[config.mk]
export PLATFORM = sky130hd
export DESIGN_NAME = tx_command_a_decoder
export DESIGN_NICKNAME = d
export VERILOG_FILES = /design/src/hw/tx_cmd_pkg.sv /design/src/hw/tx_command_a_decoder.sv /design/src/hw/sticky_flag.sv
export VERILOG_INCLUDE_DIRS = /design/src /design/src/hw
export SDC_FILE = /design/constraint.sdc
export NUM_CORES = 1
export LEC_CHECK = 0
export ABC_AREA = 1
export BUFFER_PORTS_ARGS = -buffer_cell sky130_fd_sc_hd__buf_2
export CAP_MARGIN = 10
export CORE_ASPECT_RATIO = 1.2
export CORE_MARGIN = 4
export CORE_UTILIZATION = 40
export CTS_BUF_LIST = sky130_fd_sc_hd__clkbuf_16
export CTS_CLUSTER_DIAMETER = 50
export DETAILED_ROUTE_END_ITERATION = 10
export GPL_TIMING_DRIVEN = 0
export PLACE_DENSITY = 0.66
export SYNTH_ARGS = -nofsm -noshare
export SYNTH_HDL_FRONTEND = slang
export SYNTH_SLANG_ARGS = --single-unit
[constraint.sdc]
create_clock -name clk -period 2.5 [get_ports clk]
set_input_delay 0.5 -clock clk [delete_from_list [all_inputs] [get_ports clk]]
set_output_delay 0.5 -clock clk [all_outputs]
set_load 0.01 [all_outputs]
[src/hw/tx_cmd_regs.svh]
// Register offsets, field positions, reset values and counts of the command decoder
// Overview of operation
// (RL1) Command bit 31 set: raise buffer-done flag once the whole buffer has been taken.
// (RL2) Buffer-done flag reaches the interrupt output only when software unmasks it.
// (RL3) Host writes zero to command bits 30:26 and 23:21.
// (RL4) Bits 25:24 select end alignment: 4, 16, 32 bytes, code 11 reserved.
// (RL5) Host appends filler DWORDs so the buffer ends on the alignment boundary.
// (RL6) Filler DWORDs are swallowed, never passed on as payload.
// (RL7) Bits 20:16 give byte offset 0 to 31 of the first valid byte.
// (RL8) Offset bits 1:0 pick the first byte lane; bits 4:2 skip whole DWORDs.
// (RL9) Host writes command A, then command B, then the payload.
// (RL10) Reserved alignment code raises the transmit error flag; buffer is dropped.
`ifndef TX_CMD_REGS_SVH
`define TX_CMD_REGS_SVH

// ----------------------------------------
// Register offsets
// ----------------------------------------
`define REG_STATUS_OFS    8'h00
`define REG_MASK_OFS      8'h04
`define REG_STATE_OFS     8'h08

// ----------------------------------------
// Status and mask bit positions
// ----------------------------------------
`define BIT_DONE          0
`define BIT_ERR           1
`define MASK_RST          2'h0

// ----------------------------------------
// Command A fields
// ----------------------------------------
`define CMD_IOC_BIT       31
`define CMD_ALIGN_HI      25
`define CMD_ALIGN_LO      24
`define CMD_OFS_HI        20
`define CMD_OFS_LO        16
`define CMD_SIZE_HI       10
`define CMD_SIZE_LO       0

// ----------------------------------------
// Alignment codes and DWORD groupings
// ----------------------------------------
`define ALIGN_4           2'h0
`define ALIGN_16          2'h1
`define ALIGN_32          2'h2
`define ALIGN_RSVD        2'h3
`define ROUND_16          12'h003
`define ROUND_32          12'h007

`endif

[src/hw/tx_cmd_pkg.sv]
// Types of the transmit command decoder
package tx_cmd_pkg;

  typedef enum logic [1:0]
  {
    ST_CMD_A = 2'b00,
    ST_CMD_B = 2'b01,
    ST_DATA  = 2'b10
  } dec_state_e;

  typedef struct packed
  {
    dec_state_e  st;
    logic        ioc;
    logic        drop;
    logic [4:0]  ofs;
    logic [1:0]  align;
    logic [11:0] bytes;
    logic [11:0] data_words;
    logic [11:0] total_words;
    logic [11:0] wcnt;
    logic        out_valid;
    logic [31:0] out_data;
    logic [3:0]  out_be;
    logic        in_ready;
    logic        done_pulse;
    logic        err_pulse;
    logic [1:0]  mask;
    logic        irq;
    logic [31:0] rd_data;
  } dec_regs_s;

  typedef struct packed
  {
    logic q;
  } flag_regs_s;

endpackage

[src/hw/tx_command_a_decoder.sv]
// Decoder of transmit command A and payload word filter
//
// Chosen here: the register offsets and the plain strobed port.
`timescale 1ns/1ns
`include "tx_cmd_regs.svh"
module tx_command_a_decoder
  import tx_cmd_pkg::*;
(
  input  wire logic        clk,
  input  wire logic        rst_n,
  input  wire logic        in_valid,
  input  wire logic [31:0] in_data,
  output logic             in_ready,
  output logic             out_valid,
  output logic [31:0]      out_data,
  output logic [3:0]       out_be,
  output logic             tx_buffer_done_flag,
  output logic             tx_error_flag,
  output logic             irq,
  input  wire logic [7:0]  reg_addr,
  input  wire logic [31:0] reg_wdata,
  input  wire logic        reg_wr,
  input  wire logic        reg_rd,
  output logic [31:0]      reg_rdata
);

  // ----------------------------------------
  // State
  // ----------------------------------------
  dec_regs_s r_r;
  dec_regs_s r_nxt;
  logic      done_q;
  logic      err_q;
  logic      status_clr_wr;
  logic      take;

  assign status_clr_wr = reg_wr && (reg_addr == `REG_STATUS_OFS);
  assign take          = in_valid && r_r.in_ready;

  // ----------------------------------------
  // Sticky event flags
  // ----------------------------------------
  sticky_flag u_done
  (
    .clk   (clk),
    .rst_n (rst_n),
    .set   (r_r.done_pulse),
    .clr   (status_clr_wr && reg_wdata[`BIT_DONE]),
    .q     (done_q)
  );

  sticky_flag u_err
  (
    .clk   (clk),
    .rst_n (rst_n),
    .set   (r_r.err_pulse),
    .clr   (status_clr_wr && reg_wdata[`BIT_ERR]),
    .q     (err_q)
  );

  // ----------------------------------------
  // Next state
  // ----------------------------------------
  always_comb
  begin
    logic [11:0] bytes_v;
    logic [11:0] dw_v;
    logic [11:0] tw_v;
    logic [3:0]  be_v;
    logic [2:0]  skip_v;
    logic [1:0]  align_v;
    bytes_v = '0;
    dw_v    = '0;
    tw_v    = '0;
    be_v    = 4'hf;
    skip_v  = 3'h0;
    align_v = 2'h0;
    r_nxt   = r_r;

    r_nxt.in_ready   = 1'b1;
    r_nxt.out_valid  = 1'b0;
    r_nxt.done_pulse = 1'b0;
    r_nxt.err_pulse  = 1'b0;

    case (r_r.st)
      ST_CMD_A:
      begin
        if (take)
        begin
          align_v = in_data[`CMD_ALIGN_HI:`CMD_ALIGN_LO];                  // [RL4]
          bytes_v = {7'h00, in_data[`CMD_OFS_HI:`CMD_OFS_LO]}              // [RL7]
                  + {1'b0, in_data[`CMD_SIZE_HI:`CMD_SIZE_LO]};
          dw_v    = (bytes_v + 12'h003) >> 2;
          case (align_v)
            `ALIGN_16: tw_v = (dw_v + `ROUND_16) & ~`ROUND_16;              // [RL4]
            `ALIGN_32: tw_v = (dw_v + `ROUND_32) & ~`ROUND_32;              // [RL4]
            default:   tw_v = dw_v;
          endcase
          r_nxt.ioc         = in_data[`CMD_IOC_BIT];                        // [RL1]
          r_nxt.ofs         = in_data[`CMD_OFS_HI:`CMD_OFS_LO];
          r_nxt.align       = align_v;
          r_nxt.bytes       = bytes_v;
          r_nxt.data_words  = dw_v;
          r_nxt.total_words = tw_v;
          r_nxt.drop        = (align_v == `ALIGN_RSVD);                     // [RL10]
          r_nxt.err_pulse   = (align_v == `ALIGN_RSVD);                     // [RL10]
          r_nxt.wcnt        = '0;
          r_nxt.st          = ST_CMD_B;                                     // [RL9]
        end
      end
      ST_CMD_B:
      begin
        if (take)
        begin
          if (r_r.total_words == 12'h000)
          begin
            r_nxt.done_pulse = r_r.ioc && !r_r.drop;                        // [RL1][RL10]
            r_nxt.st         = ST_CMD_A;
          end
          else
          begin
            r_nxt.st = ST_DATA;
          end
        end
      end
      ST_DATA:
      begin
        if (take)
        begin
          skip_v = r_r.ofs[4:2];
          if (r_r.wcnt == {9'h000, skip_v})
          begin
            be_v = be_v & (4'hf << r_r.ofs[1:0]);                           // [RL8]
          end
          if ((r_r.wcnt == r_r.data_words - 12'h001) && (r_r.bytes[1:0] != 2'h0))
          begin
            be_v = be_v & (4'hf >> (3'h4 - {1'b0, r_r.bytes[1:0]}));
          end
          // Leading skipped words and trailing filler are swallowed
          r_nxt.out_valid = !r_r.drop
                          && (r_r.wcnt >= {9'h000, skip_v})                 // [RL8]
                          && (r_r.wcnt < r_r.data_words);                   // [RL6]
          r_nxt.out_data  = in_data;
          r_nxt.out_be    = be_v;
          r_nxt.wcnt      = r_r.wcnt + 12'h001;
          if (r_r.wcnt == r_r.total_words - 12'h001)
          begin
            r_nxt.done_pulse = r_r.ioc && !r_r.drop;                        // [RL1]
            r_nxt.st         = ST_CMD_A;
          end
        end
      end
      default:
      begin
        r_nxt.st = ST_CMD_A;
      end
    endcase

    // Register bus
    if (reg_wr && (reg_addr == `REG_MASK_OFS))
    begin
      r_nxt.mask = reg_wdata[1:0];
    end
    r_nxt.irq = |({err_q, done_q} & r_r.mask);                              // [RL2]
    r_nxt.rd_data = '0;
    if (reg_rd)
    begin
      case (reg_addr)
        `REG_STATUS_OFS: r_nxt.rd_data = {30'h0, err_q, done_q};
        `REG_MASK_OFS:   r_nxt.rd_data = {30'h0, r_r.mask};
        `REG_STATE_OFS:  r_nxt.rd_data = {r_r.wcnt, 3'h0, r_r.ofs, 4'h0, r_r.align,
                                          r_r.drop, r_r.ioc, 2'h0, r_r.st};
        default:         r_nxt.rd_data = '0;
      endcase
    end
  end

  // ----------------------------------------
  // Registers
  // ----------------------------------------
  always_ff @(posedge clk or negedge rst_n)
  begin
    if (!rst_n)
    begin
      r_r <= '0;
    end
    else
    begin
      r_r <= r_nxt;
    end
  end

  // ----------------------------------------
  // Outputs
  // ----------------------------------------
  assign in_ready            = r_r.in_ready;
  assign out_valid           = r_r.out_valid;
  assign out_data            = r_r.out_data;
  assign out_be              = r_r.out_be;
  assign tx_buffer_done_flag = done_q;
  assign tx_error_flag       = err_q;
  assign irq                 = r_r.irq;
  assign reg_rdata           = r_r.rd_data;

endmodule

[src/hw/sticky_flag.sv]
// Sticky event flag, cleared by writing one, set wins over clear
`timescale 1ns/1ns
module sticky_flag
  import tx_cmd_pkg::*;
(
  input  wire logic clk,
  input  wire logic rst_n,
  input  wire logic set,
  input  wire logic clr,
  output logic      q
);

  flag_regs_s r_r;
  flag_regs_s r_nxt;

  always_comb
  begin
    r_nxt = r_r;
    if (set)
    begin
      r_nxt.q = 1'b1;
    end
    else if (clr)
    begin
      r_nxt.q = 1'b0;
    end
  end

  always_ff @(posedge clk or negedge rst_n)
  begin
    if (!rst_n)
    begin
      r_r <= '0;
    end
    else
    begin
      r_r <= r_nxt;
    end
  end

  assign q = r_r.q;

endmodule

== Yosys cells after proc, flatten, opt, wreduce, memory -nomap -nowiden ==
Cells that the tools add are included.
Word-level totals
  register bits after elaboration: 134
  bits of input ports: 77
  output and inout bits: 73
  word-level logic and storage cells: 97
Cells by class
  add/sub/neg operators: 8
  $lt $le $gt $ge: 2
  equality and inequality tests: 14
  shift-type cells: 2
  muxes and demuxes: 27
  bitwise logic cells: 2
  reductions and logical operators: 22
Operator list (number)
  $pmux 32 s3: 1
  $mux 59: 1
  $mux 49: 1
  $mux 37: 1
  $mux 32: 1
  $eq 12x12->1: 2
  $pmux 12 s2: 1
  $pmux 11 s2: 1
  $mux 4: 4
  $add 12x1->12 const B: 1
  $add 12x2->12 const B: 1
  $add 5x11->12: 1
  $eq 12x3->1: 1
  $ge 12x3->1: 1
  $logic_not 12->1: 1
  $lt 12x10->1: 1
  $sub 12x1->12 const B: 1
  $add 10x2->11 const B: 1
  $add 10x3->11 const B: 1
  $sub 10x1->11 const B: 1
  $mux 1: 10
  $logic_and 1x1->1: 9
  $eq 8x3->1 const B: 1
  $eq 8x4->1 const B: 1
  19 further kinds: 32

== Depth between registers and ports, before layout ==
  depth after elaboration: 8
  gate-level depth with buffers: 21
  mapped depth without buffers: 21

== Cells and area by module ==
A second synthesis with hierarchy kept.
Second synthesis, totals
  cells, all modules: 883
  area total of the unflattened synthesis: 6875.3 sq um
Modules (own cells, without submodules)
  tx_command_a_decoder: instances 1, cells an instance 873, area an instance 6795.3 sq um, seq. area each 2802.7 sq um
  sticky_flag: instances 2, cells an instance 5, area an instance 40.0 sq um, seq. area each 25.0 sq um

== Worst setup path after synthesis ==
Ideal clock, no wire load.
  kind: input -> register
  start: in in_data[0]
  end: reg r_r[94] (netlist bit)
  setup time: 0.129 ns
  arrival time: 2.591 ns
  data required time: 2.371 ns
  setup slack: -0.219 ns
  stages on the path: 16
  path buffers: 0
  cells stage by stage: ha_1 > fa_1 > nor2_1 > nand3b_1 > inv_2 > nand3_4 > nor2_4 > nand2_1 > nand2_1 > nand3_2 > nor2_2 > nand2_1 > a21oi_2 > nor2_1 > nor2_1 > a21oi_2
On the way
  cells in the longest elaborated chain, start to end: 4
  elaborated cells on any way between the ends: 5
  classes of those cells: add/sub: 4; mux: 1
Ends and longest elaborated chain
  start, declared: line tx_command_a_decoder.sv:12  | input wire logic [31:0] in_data,
  $add 5x11->12 (*): line tx_command_a_decoder.sv:91  | bytes_v = {7'h00, in_data[`CMD_OFS_HI:`CMD_OFS_LO]}
  $add 12x2->12 (*): line tx_command_a_decoder.sv:93  | dw_v = (bytes_v + 12'h003) >> 2;
  $add 10x3->11 (no source line) or $add 10x2->11 (tied branches)
  $pmux 11 s2 (*): line tx_command_a_decoder.sv:94  | case (align_v)
  end signal, assigned: line tx_command_a_decoder.sv:189  | r_r <= r_nxt;
  end, declared: line tx_command_a_decoder.sv:30  | dec_regs_s r_r;
Every way passes the cells marked *; elsewhere a longest branch is shown, timed or not.
A chain may end at the register's enable or synchronous reset.

== Worst setup path in the final report ==
  start: in in_data[0]
  end: reg r_r[93] (netlist bit)
Same word-level chain as after synthesis.

==> metrics.txt <==
outcome finished, violations left; failing checks negative setup slack; DRT iter0 DRCs 309; Critical Path RT 2810 ps; Skew-Pair Late Insertion Delay 420 ps; DPL Wire Length 12600 um; Post-Syn Instances a little under 900; initial antenna violation count 0; setup ws final -55.9 ps; Post-synth top cells 220 x nand2_1, 114 x dfrtp_1, 114 x inv_1, 70 x nor2_1, 68 x buf_4; Critical Path, Cell by Cell buf_8 > ha_4 > fa_1 > nor2_2 > nand3b_1 > inv_2 > nand3_4 > nor2_4 > buf_12 > nor2_8 > nand3_2 > inv_2 > nor2_1 > or3_4 > o21ai_2 > nand2_1; placement row count 52; Final Hold Viols 0; CTS buffer count 17; Vert. Die Dim approximately 150 um; Crit Path Max Fanout 5; Setup crit start in_data[0]; reg2reg path depth 11; GRT overflow 0; Worst Path Arrival ~2900 ps; sequential share of the synthesized area about 41%; first-pass GRT wire length ~27000 um; register bit total from synthesis roughly 110; Post-DP Area 7810 um2; Starting Density 40.8%; largest net degree at the start of global routing 63; Longest Clk Path Bufs 2; RR Startpoint r_r[100]; R2R Path End out_be[1]; R2R setup slack 240 ps; gr usage total 17.3%; DR vias/cell 4.66; clock transition at the registers of the reported paths 50 ps; CTS tree yes; MaxCap Viol Count 0; slew margin rel. 62.3%; Leakage 4.69 nW; post-route cell area 8680 um2; Post-CTS Hold Buffers 0; CORE AREA 16900 um2; Hold WC Path Type input port to asynchronous set/reset pin; cell family with most CP delay simple AND/OR/NAND/NOR gates; CP Buf/Inv Count 4; Crit. End Element flop; top cell type's share of synthesized area ~41%; number of diodes 0; root buffer cell clkbuf_16; Cell Pwr Density 927 nW/um2; Final setup violation count 5; Fill cells 1655; setup TNS -130 ps; share of layout cells above drive strength 1 27.7%; cell area after synthesis 6900 um2; Netlist cell types 47; most used cell, CP inv_2; Startpoint Class input port; Setup Slack @ Placement -566 ps; worst vdd ir roughly 0.00053 V; die footprint 19400 um2; Ports 150; Final period util 102%; vias in the first global route roughly 5800; Crit-path slowest cell fa_1; clk_skew 7.82 ps; Die X about 130 um; port buffer count 110; H-tree Lvls 4; nets 1143; WS Path Type input port to flop; Crit path depth 16; count leader, synth nand2_1; final WL around 16000 um; Setup crit end r_r[93]; clk sinks 114; Top FF cell, synth dfrtp_1; Avg Inst Size Synth just under 8 um2; area grow syn2layout 25.8%; DRT Pass-1 Iters 4; EDFF count, synth 0; min cycle time layout roughly 2600 ps; top cells by area, synth dfrtp_1 41%, nand2_1 12%, buf_4 7.4%, inv_1 6.2%, ha_1 4.9%; Ys Warns 0; Post-synth ARST share 100%; routed vias 5907; RSZ-0062 raised after global routing true; largest area contributor in the netlist dfrtp_1; fmax ~390 MHz; Max Slew Vio Count 0; post-route ant nets 0; routability-driven placement congestion ratio 0.840; worst slew pin tran 565 ps; average wire per standard cell 12.9 um; Remaining DRCs 0; Worst path max stage delay 480 ps
[layout by cell type, fill, tap and decap left out, types with 22 or more instances in the layout]
master,netlist,layout
buf_2,0,107
buf_4,68,83
dfrtp_1,114,114
ha_1,27,26
inv_1,114,113
nand2_1,220,212
nand3_1,43,40
nor2_1,70,67
o21ai_0,63,61
xor2_1,22,22
[kinds of logic (layout without fill, tap and decap cells)]
family	count (synthesis)	after routing	synth area share, %
other	2	10	0.109
multiplexers	1	1	0.145
adder cells (fa/ha/maj)	28	28	5.18
AO/OA/AOI/OAI	102	102	8.36
XOR/XNOR	33	33	4.19
flip-flops	114	114	41.3
buffers and inverters	208	367	15.0
AND/OR/NAND/NOR	396	396	25.7
[worst register-to-register path, stage by stage (launching register included)]
cell and delay, ps:
dfrtp_1 360, inv_1 130, ha_1 210, nand3_1 160
nor3_2 210, xor2_1 180, nand3b_1 90, nor4_1 270
nand4_1 120, buf_4 180, o21ai_0 170, nand2_1 70
[routing by layer]
layer / up-vias / GRT usage, % / share of wire (%)
met1: 2740 / 20.8 / 43
met5: - / 0 / 0
met2: 116 / 30.0 / 51
met4: 0 / 7.13 / 2.6
li1: 3019 / - / -
met3: 32 / 3.51 / 3.8
[worst min-delay path by stage]
stage,depth (start not counted),to,start
2_1_floorplan,0,in_ready,rst_n
3_3_place_gp,2,u_done.q,r_r[36]
3_5_place_dp,2,u_done.q,r_r[36]
4_1_cts,1,reg_rdata[1],rst_n
5_1_grt,1,reg_rdata[1],rst_n
6_report,1,reg_rdata[1],rst_n
[per-stage QoR]
stage               total power [mW]  cells  hold slack, ps  util, %
CTS                             8.07   1262            30.3     50.5
global route                    8.62   1267            59.8     51.3
finish                          8.05   1267            25.8     51.3
floorplan                       4.69    892             204        -
global placement                5.40   1218             413     46.0
detailed placement              5.48   1219             418     46.2
[final cells by class]
class / instances / area (um2) / area share (%)
clock inverter: 15 / 191 / 2.21
buffer: 86 / 579 / 6.67
timing repair buffer: 127 / 733 / 8.45
multi-input combinational: 570 / 3170 / 36.5
inverter: 122 / 459 / 5.29
sequential: 114 / 2850 / 32.9
clock buffer: 17 / 425 / 4.90
tap: 216 / 270 / 3.11
[power by group]
part / switching [mW] / total, mW / internal (mW)
clock network: 0.857 / 2.51 / 1.66
registers: 0.385 / 2.74 / 2.35
logic: 1.50 / 2.80 / 1.30
[flip-flops by register name (all words and copies together) (netlist names)]
name / count
in_ready: 1
irq: 1
r_r: 50
out_data: 32
reg_rdata: 23
out_valid: 1
u_err.q: 1
u_done.q: 1
out_be: 4
[repair_timing]
| item | CTS | global route |
|---|---|---|
| buffers inserted | 11 | 5 |
| gates cloned | 0 | 0 |
| setup endpoints to repair | 6 | 47 |
| gates resized for setup | 6 | 29 |
| pin swaps | 18 | 22 |
(Power assumes the default switching activity.)
